<file path="src/core/cpu_regs_cfg.svh">
// constants for the cpu programming model and memory map
`ifndef CPU_REGS_CFG_SVH
`define CPU_REGS_CFG_SVH
// register indices on the plain register port
`define REG_ACC        4'h0
`define REG_INDEX      4'h1
`define REG_PC_LOW     4'h2
`define REG_PC_HIGH    4'h3
`define REG_SP         4'h4
`define REG_FLAGS      4'h5
`define REG_OP         4'h6
`define REG_OPERAND    4'h7
`define REG_IRQ        4'h8
`define REG_DECODE_LO  4'h9
`define REG_DECODE_HI  4'hA
`define REG_REGION     4'hB
`define REG_STATUS     4'hC
// stack pointer layout
`define SP_TOP         8'hFF
`define SP_BASE        8'hC0
`define SP_LOW_MASK    8'h3F
// flag bit positions
`define FLG_C          0
`define FLG_Z          1
`define FLG_N          2
`define FLG_I          3
`define FLG_H          4
// memory map bounds
`define MAP_RAM_LO     16'h0020
`define MAP_RAM_HI     16'h00FF
`define MAP_ROM_LO     16'h1000
`define MAP_ROM_HI     16'h1EFF
`define MAP_BOOT_LO    16'h1F00
`define MAP_BOOT_HI    16'h1FEF
`define MAP_VEC_LO     16'h1FF0
`define MAP_VEC_HI     16'h1FFF
`define MAP_IO_HI      16'h001F
`define ERASED_BYTE    8'hFF
`define RESET_VEC_LO   16'h1FFE
`endif

</file>
<file path="src/core/cpu_regs_pkg.sv">
// types shared by the cpu register block
package cpu_regs_pkg;
  typedef enum logic [3:0] {
    OP_NONE, OP_ADD, OP_ADC, OP_SUB, OP_AND, OP_LOAD, OP_LSL, OP_ROR,
    OP_BTST, OP_RSP, OP_CALL, OP_RTS, OP_INT, OP_RTI, OP_CLI, OP_SEI
  } op_t;
  typedef enum logic [2:0] {
    RGN_IO, RGN_RAM, RGN_ROM, RGN_BOOT, RGN_VEC, RGN_NONE
  } region_t;
endpackage : cpu_regs_pkg

</file>
<file path="src/core/stack_if.sv">
// push and pull requests between the core and the stack engine
interface stack_if;
  logic       push;
  logic       pull;
  logic [7:0] wdata;
  logic [7:0] rdata;
  logic [5:0] ptr;
  modport core  (output push, pull, wdata, input rdata, ptr);
  modport stack (input push, pull, wdata, output rdata, ptr);
endinterface : stack_if

</file>
<file path="src/core/stack_engine.sv">
// page-zero stack with six-bit wrapping pointer
`include "cpu_regs_cfg.svh"
module stack_engine (
  input  wire logic ref_clk,   // core clock
  input  wire logic rstn,      // async reset, low
  input  wire logic sp_reload, // reset stack pointer instruction
  stack_if.stack    stk        // push and pull port
);
  logic [5:0] ptr;
  logic [7:0] mem [0:63];
  assign stk.ptr   = ptr;
  // pull reads above the free slot: increment before pull
  assign stk.rdata = mem[ptr + 6'd1];

  // pointer: wraps silently, no overflow flag by design
  always_ff @(posedge ref_clk or negedge rstn) begin
    if (!rstn) begin
      ptr <= 6'h3F;
    end else if (sp_reload) begin
      ptr <= 6'h3F;
    end else if (stk.push) begin
      ptr <= ptr - 6'd1;
    end else if (stk.pull) begin
      ptr <= ptr + 6'd1;
    end
  end

  // storage holds through low-power modes, no reset needed
  always_ff @(posedge ref_clk) begin
    if (stk.push) begin
      mem[ptr] <= stk.wdata;
    end
  end
endmodule : stack_engine

</file>
<file path="src/core/map_decode.sv">
// memory map region decoder
`include "cpu_regs_cfg.svh"
module map_decode (
  input  wire logic [15:0]         addr,      // byte address
  input  wire logic                prog_var,  // programmable variant
  input  wire logic                test_mode, // special test mode
  output cpu_regs_pkg::region_t    region,    // decoded region
  output logic                     pcr_ok     // prog control usable
);
  import cpu_regs_pkg::*;
  // page zero io, ram, user rom, boot rom and vectors
  always_comb begin
    region = RGN_NONE;
    if (addr <= `MAP_IO_HI) begin
      region = RGN_IO;
    end else if (addr <= `MAP_RAM_HI) begin
      region = RGN_RAM;
    end else if (addr >= `MAP_ROM_LO && addr <= `MAP_ROM_HI) begin
      region = RGN_ROM;
    end else if (addr >= `MAP_BOOT_LO && addr <= `MAP_BOOT_HI) begin
      region = RGN_BOOT;
    end else if (addr >= `MAP_VEC_LO) begin
      if (addr <= `MAP_VEC_HI) begin
        region = RGN_VEC;
      end
    end
  end
  // absent on mask variant, hidden outside test modes
  assign pcr_ok = prog_var & test_mode;
endmodule : map_decode

</file>
<file path="src/core/cpu_regs.sv">
// cpu programming model: registers, flags, stack and map
// What this block does
// - eight-bit accumulator holds operands and results.
// - eight-bit index register, also usable as temporary storage.
// - sixteen-bit program counter addresses the next byte fetched.
// - stack pointer goes to top on reset and reload instruction.
// - decrement after each push, increment before each pull.
// - stack address is fixed upper bits plus six pointer bits.
// - pointer wraps past 64 bytes with no error shown.
// - call pushes two bytes, interrupt entry pushes five.
// - program counter low byte first, then high, then rest; reverse on pull.
// - five-bit flag register, four result flags and interrupt mask.
// - half carry set on carry from bit 3 into bit 4.
// - mask holds interrupts; request stays latched until mask clears.
// - negative flag follows result sign.
// - zero flag set when result is zero.
// - carry from add, borrow, shifts, rotates and bit tests.
// - 224 bytes of ram at top of page zero; top 64 are stack.
// - ram keeps contents through stop and wait.
// - decode 3840 bytes user memory and 16-byte vector area.
// - 240-byte boot rom just below the vectors.
// - erased programmable memory reads as all ones.
// - programming control only in test modes, absent on mask variant.
// - reset sets interrupt mask and vectors to reset start.
// - interrupt entry stacks registers and masks; return restores them.
`include "cpu_regs_cfg.svh"
module cpu_regs (
  input  wire logic        ref_clk,   // core clock, 250 MHz
  input  wire logic        rstn,      // async reset, active low
  input  wire logic [3:0]  reg_addr,  // register index
  input  wire logic [7:0]  reg_wdata, // write data
  input  wire logic        reg_wr,    // write strobe
  input  wire logic        reg_rd,    // read strobe
  output logic      [7:0]  reg_rdata, // read data, cycle after strobe
  input  wire logic        irq_req,   // hardware interrupt request pulse
  input  wire logic        prog_var,  // programmable variant strap
  input  wire logic        test_mode, // special test mode
  input  wire logic        erased,    // addressed cell is erased
  output logic             busy,      // stack sequence running
  output logic             irq_take   // interrupt being entered, pulse
);
  import cpu_regs_pkg::*;

  logic [7:0]  acc;
  logic [7:0]  index_reg;
  logic [15:0] pc;
  logic [4:0]  flags;
  logic [7:0]  operand;
  logic [15:0] decode_addr;
  logic        irq_latch;
  logic        sp_reload;
  logic [2:0]  seq_cnt;
  logic        seq_pull;
  logic [2:0]  seq_len;
  region_t     region;
  logic        pcr_ok;
  stack_if     stk ();

  stack_engine u_stack (
    .ref_clk   (ref_clk),
    .rstn      (rstn),
    .sp_reload (sp_reload),
    .stk       (stk)
  );

  map_decode u_map (
    .addr      (decode_addr),
    .prog_var  (prog_var),
    .test_mode (test_mode),
    .region    (region),
    .pcr_ok    (pcr_ok)
  );

  // operation issue: writing an opcode triggers it
  logic  op_go;
  op_t   op;
  assign op_go = reg_wr && reg_addr == `REG_OP && !busy;
  assign op    = op_t'(reg_wdata[3:0]);
  assign sp_reload = op_go && op == OP_RSP;

  // alu results
  logic [8:0] sum;
  logic [4:0] half;
  logic [8:0] diff;
  logic       cin;
  assign cin  = (op == OP_ADC) ? flags[`FLG_C] : 1'b0;
  assign sum  = {1'b0, acc} + {1'b0, operand} + {8'h00, cin};
  assign half = {1'b0, acc[3:0]} + {1'b0, operand[3:0]} + {4'h0, cin};
  assign diff = {1'b0, acc} - {1'b0, operand};

  logic [7:0] next_acc;
  logic [4:0] next_flags;
  logic       flags_set;
  // flag and accumulator update per operation
  always_comb begin
    next_acc   = acc;
    next_flags = flags;
    flags_set  = 1'b0;
    case (op)
      OP_ADD, OP_ADC: begin
        next_acc = sum[7:0];
        next_flags[`FLG_H] = half[4];
        next_flags[`FLG_C] = sum[8];
        flags_set = 1'b1;
      end
      OP_SUB: begin
        next_acc = diff[7:0];
        next_flags[`FLG_C] = diff[8];
        flags_set = 1'b1;
      end
      OP_AND: begin
        next_acc  = acc & operand;
        flags_set = 1'b1;
      end
      OP_LOAD: begin
        next_acc  = operand;
        flags_set = 1'b1;
      end
      OP_LSL: begin
        next_acc = {acc[6:0], 1'b0};
        next_flags[`FLG_C] = acc[7];
        flags_set = 1'b1;
      end
      OP_ROR: begin
        next_acc = {flags[`FLG_C], acc[7:1]};
        next_flags[`FLG_C] = acc[0];
        flags_set = 1'b1;
      end
      OP_BTST: begin
        // bit test copies the selected bit into carry only
        next_flags[`FLG_C] = acc[operand[2:0]];
      end
      OP_CLI:  next_flags[`FLG_I] = 1'b0;
      OP_SEI:  next_flags[`FLG_I] = 1'b1;
      default: next_flags = flags;
    endcase
    if (flags_set) begin
      next_flags[`FLG_N] = next_acc[7];
      next_flags[`FLG_Z] = next_acc == 8'h00;
    end
  end

  // stack sequencer: pc low, pc high, index, acc, flags
  logic take_irq;
  assign take_irq = irq_latch && !flags[`FLG_I] && !busy && !op_go;
  assign irq_take = take_irq;
  assign busy     = seq_cnt != 3'd0;

  always_ff @(posedge ref_clk or negedge rstn) begin
    if (!rstn) begin
      seq_cnt  <= 3'd0;
      seq_pull <= 1'b0;
      seq_len  <= 3'd0;
    end else if (take_irq) begin
      seq_cnt  <= 3'd5;
      seq_len  <= 3'd5;
      seq_pull <= 1'b0;
    end else if (op_go && (op == OP_CALL || op == OP_RTS)) begin
      seq_cnt  <= 3'd2;
      seq_len  <= 3'd2;
      seq_pull <= op == OP_RTS;
    end else if (op_go && op == OP_RTI) begin
      seq_cnt  <= 3'd5;
      seq_len  <= 3'd5;
      seq_pull <= 1'b1;
    end else if (busy) begin
      seq_cnt  <= seq_cnt - 3'd1;
    end
  end

  // step 0 is first byte pushed; pulls walk it backwards
  logic [2:0] step;
  assign step = seq_pull ? seq_cnt - 3'd1 : seq_len - seq_cnt;
  assign stk.push = busy && !seq_pull;
  assign stk.pull = busy && seq_pull;
  always_comb begin
    case (step)
      3'd0:    stk.wdata = pc[7:0];
      3'd1:    stk.wdata = pc[15:8];
      3'd2:    stk.wdata = index_reg;
      3'd3:    stk.wdata = acc;
      // entry needs the mask clear, so the pre-entry mask was clear
      3'd4:    stk.wdata = {3'b000, flags & ~(5'h01 << `FLG_I)};
      default: stk.wdata = 8'h00;
    endcase
  end

  // request latch: held while masked; new request wins over taking
  always_ff @(posedge ref_clk or negedge rstn) begin
    if (!rstn) begin
      irq_latch <= 1'b0;
    end else if (irq_req) begin
      irq_latch <= 1'b1;
    end else if (take_irq) begin
      irq_latch <= 1'b0;
    end
  end

  // accumulator
  always_ff @(posedge ref_clk or negedge rstn) begin
    if (!rstn) begin
      acc <= 8'h00;
    end else if (stk.pull && step == 3'd3) begin
      acc <= stk.rdata;
    end else if (reg_wr && reg_addr == `REG_ACC) begin
      acc <= reg_wdata;
    end else if (op_go) begin
      acc <= next_acc;
    end
  end

  // index register
  always_ff @(posedge ref_clk or negedge rstn) begin
    if (!rstn) begin
      index_reg <= 8'h00;
    end else if (stk.pull && step == 3'd2) begin
      index_reg <= stk.rdata;
    end else if (reg_wr && reg_addr == `REG_INDEX) begin
      index_reg <= reg_wdata;
    end
  end

  // program counter
  always_ff @(posedge ref_clk or negedge rstn) begin
    if (!rstn) begin
      pc <= `RESET_VEC_LO;
    end else if (stk.pull && step == 3'd0) begin
      pc[7:0] <= stk.rdata;
    end else if (stk.pull && step == 3'd1) begin
      pc[15:8] <= stk.rdata;
    end else if (reg_wr && reg_addr == `REG_PC_LOW) begin
      pc[7:0] <= reg_wdata;
    end else if (reg_wr && reg_addr == `REG_PC_HIGH) begin
      pc[15:8] <= reg_wdata;
    end else if (op_go && op != OP_NONE) begin
      pc <= pc + 16'h0001;
    end
  end

  // flags
  always_ff @(posedge ref_clk or negedge rstn) begin
    if (!rstn) begin
      flags <= 5'b01000;
    end else if (take_irq) begin
      flags[`FLG_I] <= 1'b1;
    end else if (stk.pull && step == 3'd4) begin
      flags <= stk.rdata[4:0];
    end else if (reg_wr && reg_addr == `REG_FLAGS) begin
      flags <= reg_wdata[4:0];
    end else if (op_go) begin
      flags <= next_flags;
    end
  end

  // operand and decode address
  always_ff @(posedge ref_clk or negedge rstn) begin
    if (!rstn) begin
      operand     <= 8'h00;
      decode_addr <= 16'h0000;
    end else if (reg_wr && reg_addr == `REG_OPERAND) begin
      operand <= reg_wdata;
    end else if (reg_wr && reg_addr == `REG_DECODE_LO) begin
      decode_addr[7:0] <= reg_wdata;
    end else if (reg_wr && reg_addr == `REG_DECODE_HI) begin
      decode_addr[15:8] <= reg_wdata;
    end
  end

  // read mux; erased program cells read all ones
  logic [7:0] rd_mux;
  logic       prog_cell;
  assign prog_cell = region == RGN_ROM || region == RGN_VEC;
  always_comb begin
    case (reg_addr)
      `REG_ACC:     rd_mux = acc;
      `REG_INDEX:   rd_mux = index_reg;
      `REG_PC_LOW:  rd_mux = pc[7:0];
      `REG_PC_HIGH: rd_mux = pc[15:8];
      `REG_SP:      rd_mux = `SP_BASE | {2'b00, stk.ptr};
      `REG_FLAGS:   rd_mux = {3'b000, flags};
      `REG_IRQ:     rd_mux = {7'h00, irq_latch};
      `REG_DECODE_LO: rd_mux = decode_addr[7:0];
      `REG_DECODE_HI: rd_mux = decode_addr[15:8];
      `REG_REGION:  rd_mux = (prog_var && erased && prog_cell) ?
                             `ERASED_BYTE : {5'h00, region};
      `REG_STATUS:  rd_mux = {6'h00, pcr_ok, busy};
      default:      rd_mux = 8'h00;
    endcase
  end

  always_ff @(posedge ref_clk or negedge rstn) begin
    if (!rstn) begin
      reg_rdata <= 8'h00;
    end else if (reg_rd) begin
      reg_rdata <= rd_mux;
    end else begin
      reg_rdata <= 8'h00;
    end
  end
endmodule : cpu_regs

</file>
<file path="config.mk">
export PLATFORM = sky130hd
export DESIGN_NAME = cpu_regs
export DESIGN_NICKNAME = d
export VERILOG_FILES = /design/src/core/cpu_regs_pkg.sv /design/src/core/stack_if.sv /design/src/core/stack_engine.sv /design/src/core/map_decode.sv /design/src/core/cpu_regs.sv
export VERILOG_INCLUDE_DIRS = /design/src /design/src/core
export SDC_FILE = /design/constraint.sdc
export NUM_CORES = 1
export LEC_CHECK = 0
export BUFFER_PORTS_ARGS = -buffer_cell sky130_fd_sc_hd__buf_4
export CAP_MARGIN = 20
export CORE_UTILIZATION = 40
export CTS_BUF_LIST = sky130_fd_sc_hd__clkbuf_4
export CTS_CLUSTER_SIZE = 16
export DETAILED_ROUTE_END_ITERATION = 8
export PLACE_DENSITY = 0.57
export SYNTH_ARGS = -nofsm -noshare
export SYNTH_HDL_FRONTEND = slang
export SYNTH_SLANG_ARGS = --single-unit
</file>
<file path="constraint.sdc">
create_clock -name ref_clk -period 5.9 [get_ports ref_clk]
set_clock_uncertainty 0.15 [all_clocks]
set_input_delay 1.18 -clock ref_clk [delete_from_list [all_inputs] [get_ports ref_clk]]
set_output_delay 1.18 -clock ref_clk [all_outputs]
set_load 0.05 [all_outputs]
</file>
==> impl_metrics.prom <==
# TYPE chip_impl_metric gauge
chip_impl_info{name="result_of_the_run",value="complete, but fails checks"} 1
chip_impl_info{name="failed_checks",value="hold timing"} 1
chip_impl_metric{name="routed_wire_length_per_instance",unit="um"} 24.6
chip_impl_metric{name="cts_bufs_inserted",unit=""} 156
chip_impl_metric{name="first_global_vias",unit=""} 15918
chip_impl_metric{name="tightest_slew",unit="ns"} 1.09
chip_impl_metric{name="power_switching_share",unit="%"} 38.6
chip_impl_info{name="worst_setup_path_startpoint",value="seq_cnt[0]"} 1
chip_impl_metric{name="power.density_cell_area",unit="nW/um^2"} 592
chip_impl_metric{name="die_height",unit="um"} 260
chip_impl_metric{name="fin_tns_setup",unit="ns"} 0
chip_impl_metric{name="max_cap_viol_count",unit=""} 0
chip_impl_metric{name="amount_of_wire_on_met2_after_detailed_routing",unit="mm"} 33.1
chip_impl_info{name="register_with_the_highest_flop_count",value="u_stack.mem"} 1
chip_impl_info{name="timing.critical_path.from_type",value="flip-flop"} 1
chip_impl_metric{name="post-route-drc-count",unit=""} 0
chip_impl_metric{name="cp_num_buf_inv",unit=""} 4
chip_impl_metric{name="clk_pin_slew",unit="ns"} 0.07
chip_impl_metric{name="synth_fp_nets",unit=""} 1706
chip_impl_metric{name="initial_utilization",unit="%"} 40.4
chip_impl_info{name="synth.top_cells.by_area",value="sky130_fd_sc_hd__edfxtp_1 58%, sky130_fd_sc_hd__mux4_2 14%, sky130_fd_sc_hd__dfrtp_1 5.9%"} 1
chip_impl_info{name="cp_slowest_cell",value="sky130_fd_sc_hd__dfrtp_1"} 1
chip_impl_metric{name="area_growth_from_synthesis_to_layout",unit="%"} 12.0
chip_impl_metric{name="dieArea",unit="um^2"} 67600
chip_impl_metric{name="layout.nets",unit=""} 1811
chip_impl_metric{name="synth-warning-count",unit=""} 0
chip_impl_metric{name="worstPathRequired",unit="ns"} 4.57
chip_impl_metric{name="clockPowerShare",unit="%"} 20.4
chip_impl_metric{name="port_buffers",unit=""} 29
chip_impl_info{name="cts_tree",value="yes"} 1
chip_impl_metric{name="io-pin-count",unit=""} 30
chip_impl_info{name="hold_path.class",value="input port to async pin"} 1
chip_impl_metric{name="detail_route.wirelength",unit="mm"} 67.7
chip_impl_metric{name="final-hold-violation-count",unit=""} 2
chip_impl_metric{name="gp_routability_congestion",unit=""} 0.878
chip_impl_metric{name="placementRows",unit=""} 94
chip_impl_metric{name="fillers",unit=""} 5869
chip_impl_metric{name="finalHoldWorstSlack",unit="ns"} -0.00958
chip_impl_metric{name="cts.path.max_buffers",unit=""} 3
chip_impl_metric{name="power.sequential.fraction",unit="%"} 37.0
chip_impl_metric{name="largest_reg_flops",unit=""} 512
chip_impl_metric{name="post_synth_instance_area",unit="um^2"} 26600
chip_impl_metric{name="initialDrtViolationCount",unit=""} 1391
chip_impl_metric{name="asyncSetResetFlopFracSynth",unit="%"} 13.8
chip_impl_metric{name="critical_path_peak_fanout",unit=""} 14
chip_impl_metric{name="synth_enable_flop_cells",unit=""} 512
chip_impl_metric{name="grt_start_max_net_pins",unit=""} 83
chip_impl_metric{name="holdBufCountCts",unit=""} 0
chip_impl_metric{name="post-cts-setup-buffers",unit=""} 0
chip_impl_info{name="crit-reg2reg-capture",value="pc[0]"} 1
chip_impl_info{name="grt_setup_unrepaired",value="false"} 1
chip_impl_info{name="synthFlopType",value="sky130_fd_sc_hd__edfxtp_1"} 1
chip_impl_info{name="worstSetupEndpointType",value="output port"} 1
chip_impl_metric{name="drive_gt1_share",unit="%"} 29.4
chip_impl_metric{name="drt_pre_antenna_iters",unit=""} 5
chip_impl_metric{name="antenna_found_initial",unit=""} 2
chip_impl_metric{name="synth-seq-cells",unit=""} 594
chip_impl_metric{name="multi_input_area",unit="um^2"} 8680
chip_impl_metric{name="cts-htree-levels",unit=""} 4
chip_impl_metric{name="power.internal",unit="uW"} 10900
chip_impl_metric{name="reg2reg_setup_slack",unit="ns"} 1.46
chip_impl_metric{name="power.combinational.fraction",unit="%"} 42.6
chip_impl_metric{name="timing.critical_path.depth",unit=""} 7
chip_impl_metric{name="vdd_drop_max",unit="uV"} 362
chip_impl_metric{name="route.met3.wl",unit="mm"} 4.03
chip_impl_metric{name="period_needed",unit="ns"} 4.61
chip_impl_metric{name="clock_sink_count",unit=""} 594
chip_impl_metric{name="static-leakage-power",unit="uW"} 0.0100
chip_impl_metric{name="max_slew_margin",unit="%"} 27.3
chip_impl_metric{name="cts.repair.resized",unit=""} 0
chip_impl_metric{name="post-synth-top-area-fraction",unit="%"} 57.7
chip_impl_info{name="kind_of_cell_adding_the_most_delay_to_the_critical_path",value="buffers and inverters"} 1
chip_impl_info{name="worst_r2r_startpoint",value="u_stack.stk.ptr[0]"} 1
chip_impl_metric{name="slew_violations",unit=""} 0
chip_impl_metric{name="maxClockFrequency",unit="GHz"} 0.217
chip_impl_metric{name="grt-ovfl-total",unit=""} 0
chip_impl_metric{name="critPathArrivalTime",unit="ns"} 3.28
chip_impl_metric{name="groute.usage.overall",unit="%"} 20.7
chip_impl_metric{name="netlist_instances",unit=""} 1660
chip_impl_metric{name="synthDistinctLibCells",unit=""} 77
chip_impl_metric{name="core_area",unit="um^2"} 65900
chip_impl_metric{name="final_min_period_over_clock_period",unit="%"} 78.1
chip_impl_metric{name="synth.avg_cell_area",unit="um^2"} 16.0
chip_impl_metric{name="grt_first_pass_wirelength",unit="mm"} 103
chip_impl_metric{name="clock_insertion_delay_worst_skew",unit="ns"} 1.02
chip_impl_info{name="synth.largest_area_cell",value="sky130_fd_sc_hd__edfxtp_1"} 1
chip_impl_metric{name="switching_power",unit="uW"} 6820
chip_impl_metric{name="synth_seq_area_share",unit="%"} 65.5
chip_impl_metric{name="post-route-worst-setup-slack",unit="ns"} 1.29
chip_impl_metric{name="slowest_delay",unit="ns"} 0.48
chip_impl_metric{name="timing.reg2reg.worst_path_depth",unit=""} 7
chip_impl_metric{name="setup_failing_eps_final",unit=""} 0
chip_impl_info{name="worst-setup-path-type",value="flip-flop to output port"} 1
chip_impl_metric{name="floorplan.die.width",unit="um"} 260
chip_impl_info{name="cell_by_cell_listing_of_the_critical_path",value="inv_1, ha_1, nor2b_1, buf_4, nand4b_1, inv_1, buf_4"} 1
chip_impl_metric{name="register_area",unit="um^2"} 17500
chip_impl_metric{name="viasPerCell",unit=""} 5.72
chip_impl_metric{name="final_antenna_net_count",unit=""} 0
chip_impl_metric{name="vias",unit=""} 15724
chip_impl_metric{name="met1_length",unit="mm"} 28.9
chip_impl_info{name="cts_root_buffer",value="sky130_fd_sc_hd__clkbuf_4"} 1
chip_impl_info{name="top_layer_used",value="met4"} 1
chip_impl_metric{name="dpl_worst_slack",unit="ns"} 1.09
chip_impl_metric{name="dp.final_hpwl",unit="mm"} 42.9
chip_impl_info{name="biggestRegsByFlops",value="u_stack.mem: 512 flops, decode_addr: 16 flops, pc: 16 flops"} 1
chip_impl_info{name="setup.worst_path.end",value="irq_take"} 1
==> logic make-up (layout without fill, tap and decap cells) <==
group,after synthesis,after routing,share of synthesized area [%]
multiplexers,234,234,16.8
buffers and inverters,135,355,2.24
AO/OA/AOI/OAI,244,244,6.03
adder cells (fa/ha/maj),28,28,1.41
AND/OR/NAND/NOR,395,395,6.96
XOR/XNOR,30,30,0.987
other,0,6,0
flip-flops,594,594,65.5
==> power groups by stage <==
stage	Clock [uW]	Combinational, uW	Sequential (uW)
after global routing	3920	8040	6590
after detailed placement	0	7550	6630
after CTS	3700	7560	6540
after global placement	0	7460	6610
after floorplan	0	4850	6480
final	3600	7530	6550
==> stage by stage <==
step	std cells	instance area (um^2)	power, uW	utilization (%)	hold WS, ns
3_3_place_gp	2467	27800	14100	42.1	0.336
5_1_grt	2750	29800	18500	45.3	-0.0434
3_5_place_dp	2467	27800	14200	42.1	0.343
2_1_floorplan	1660	26600	11300	-	0.317
4_1_cts	2740	29700	17800	45.2	0.109
6_report	2750	29800	17700	45.3	-0.00958
==> metal layers <==
metal	GRT usage [%]	up-vias
met5	0	-
met4	8.76	0
met3	4.04	129
met2	32.5	552
met1	28.2	8114
li1	-	6929
==> worst register-to-register path, delay by kind of cell (launching register included) <==
kind	cells	cell delay (ns)
muxes	3	1.62
buffers and inverters	2	1.06
AOI/OAI and AO/OA	2	0.84
DFF	1	0.61
==> placed cells by master, fill, tap and decap left out, drive strengths merged, types with 6 or more instances in the layout <==
master and n:
a22oi 8, inv 32, nor3 17, edfxtp 512, o221ai 6, or4 6, dfstp 19, o211ai 16
nor2 147, and3 7, a22o 6, a211oi 16, mux4 168, dfrtp 63, a2111oi 7, ha 22
xnor2 15, and2 13, nor2b 14, nand4 12, diode 6, clkbuf 227, nand3 36, o32ai 6
a21oi 57, xor2 15, mux2i 32, buf 55, clkinv 38, o21ai 65, nand2 96, or3 14
a31oi 9, mux2 34, nand2b 12, a32oi 7
==> worst min path at each step <==
| stage | slack [ns] | startpoint | to | cells after the start |
|---|---|---|---|---|
| finish | -0.01 | rstn | operand[4] | 1 |
| global route | -0.04 | rstn | index_reg[1] | 1 |
| CTS | 0.11 | irq_req | irq_latch | 2 |
| detailed placement | 0.34 | pc[11] | pc[11] | 2 |
| global placement | 0.34 | pc[11] | pc[11] | 2 |
| floorplan | 0.32 | pc[11] | pc[11] | 2 |
==> Yosys cell counts (all sizes together) (15+ instances only) <==
cell type	count
edfxtp	512
mux4	168
nor2	147
nand2	96
clkbuf	78
o21ai	65
dfrtp	63
a21oi	57
nand3	36
mux2	34
mux2i	32
buf	30
inv	27
ha	22
dfstp	19
nor3	17
a211oi	16
o211ai	16
xnor2	15
xor2	15
==> area by class of cell <==
class                           instances  area share [%]
Multi-Input combinational cell        931            29.1
Tap cell                              864            3.62
Sequential cell                       594            58.5
Clock buffer                          227            5.71
Antenna cell                            6          0.0503
Inverter                               27           0.340
Clock inverter                         46           0.977
Timing Repair Buffer                   55            1.67
(Power assumes the default switching activity.)
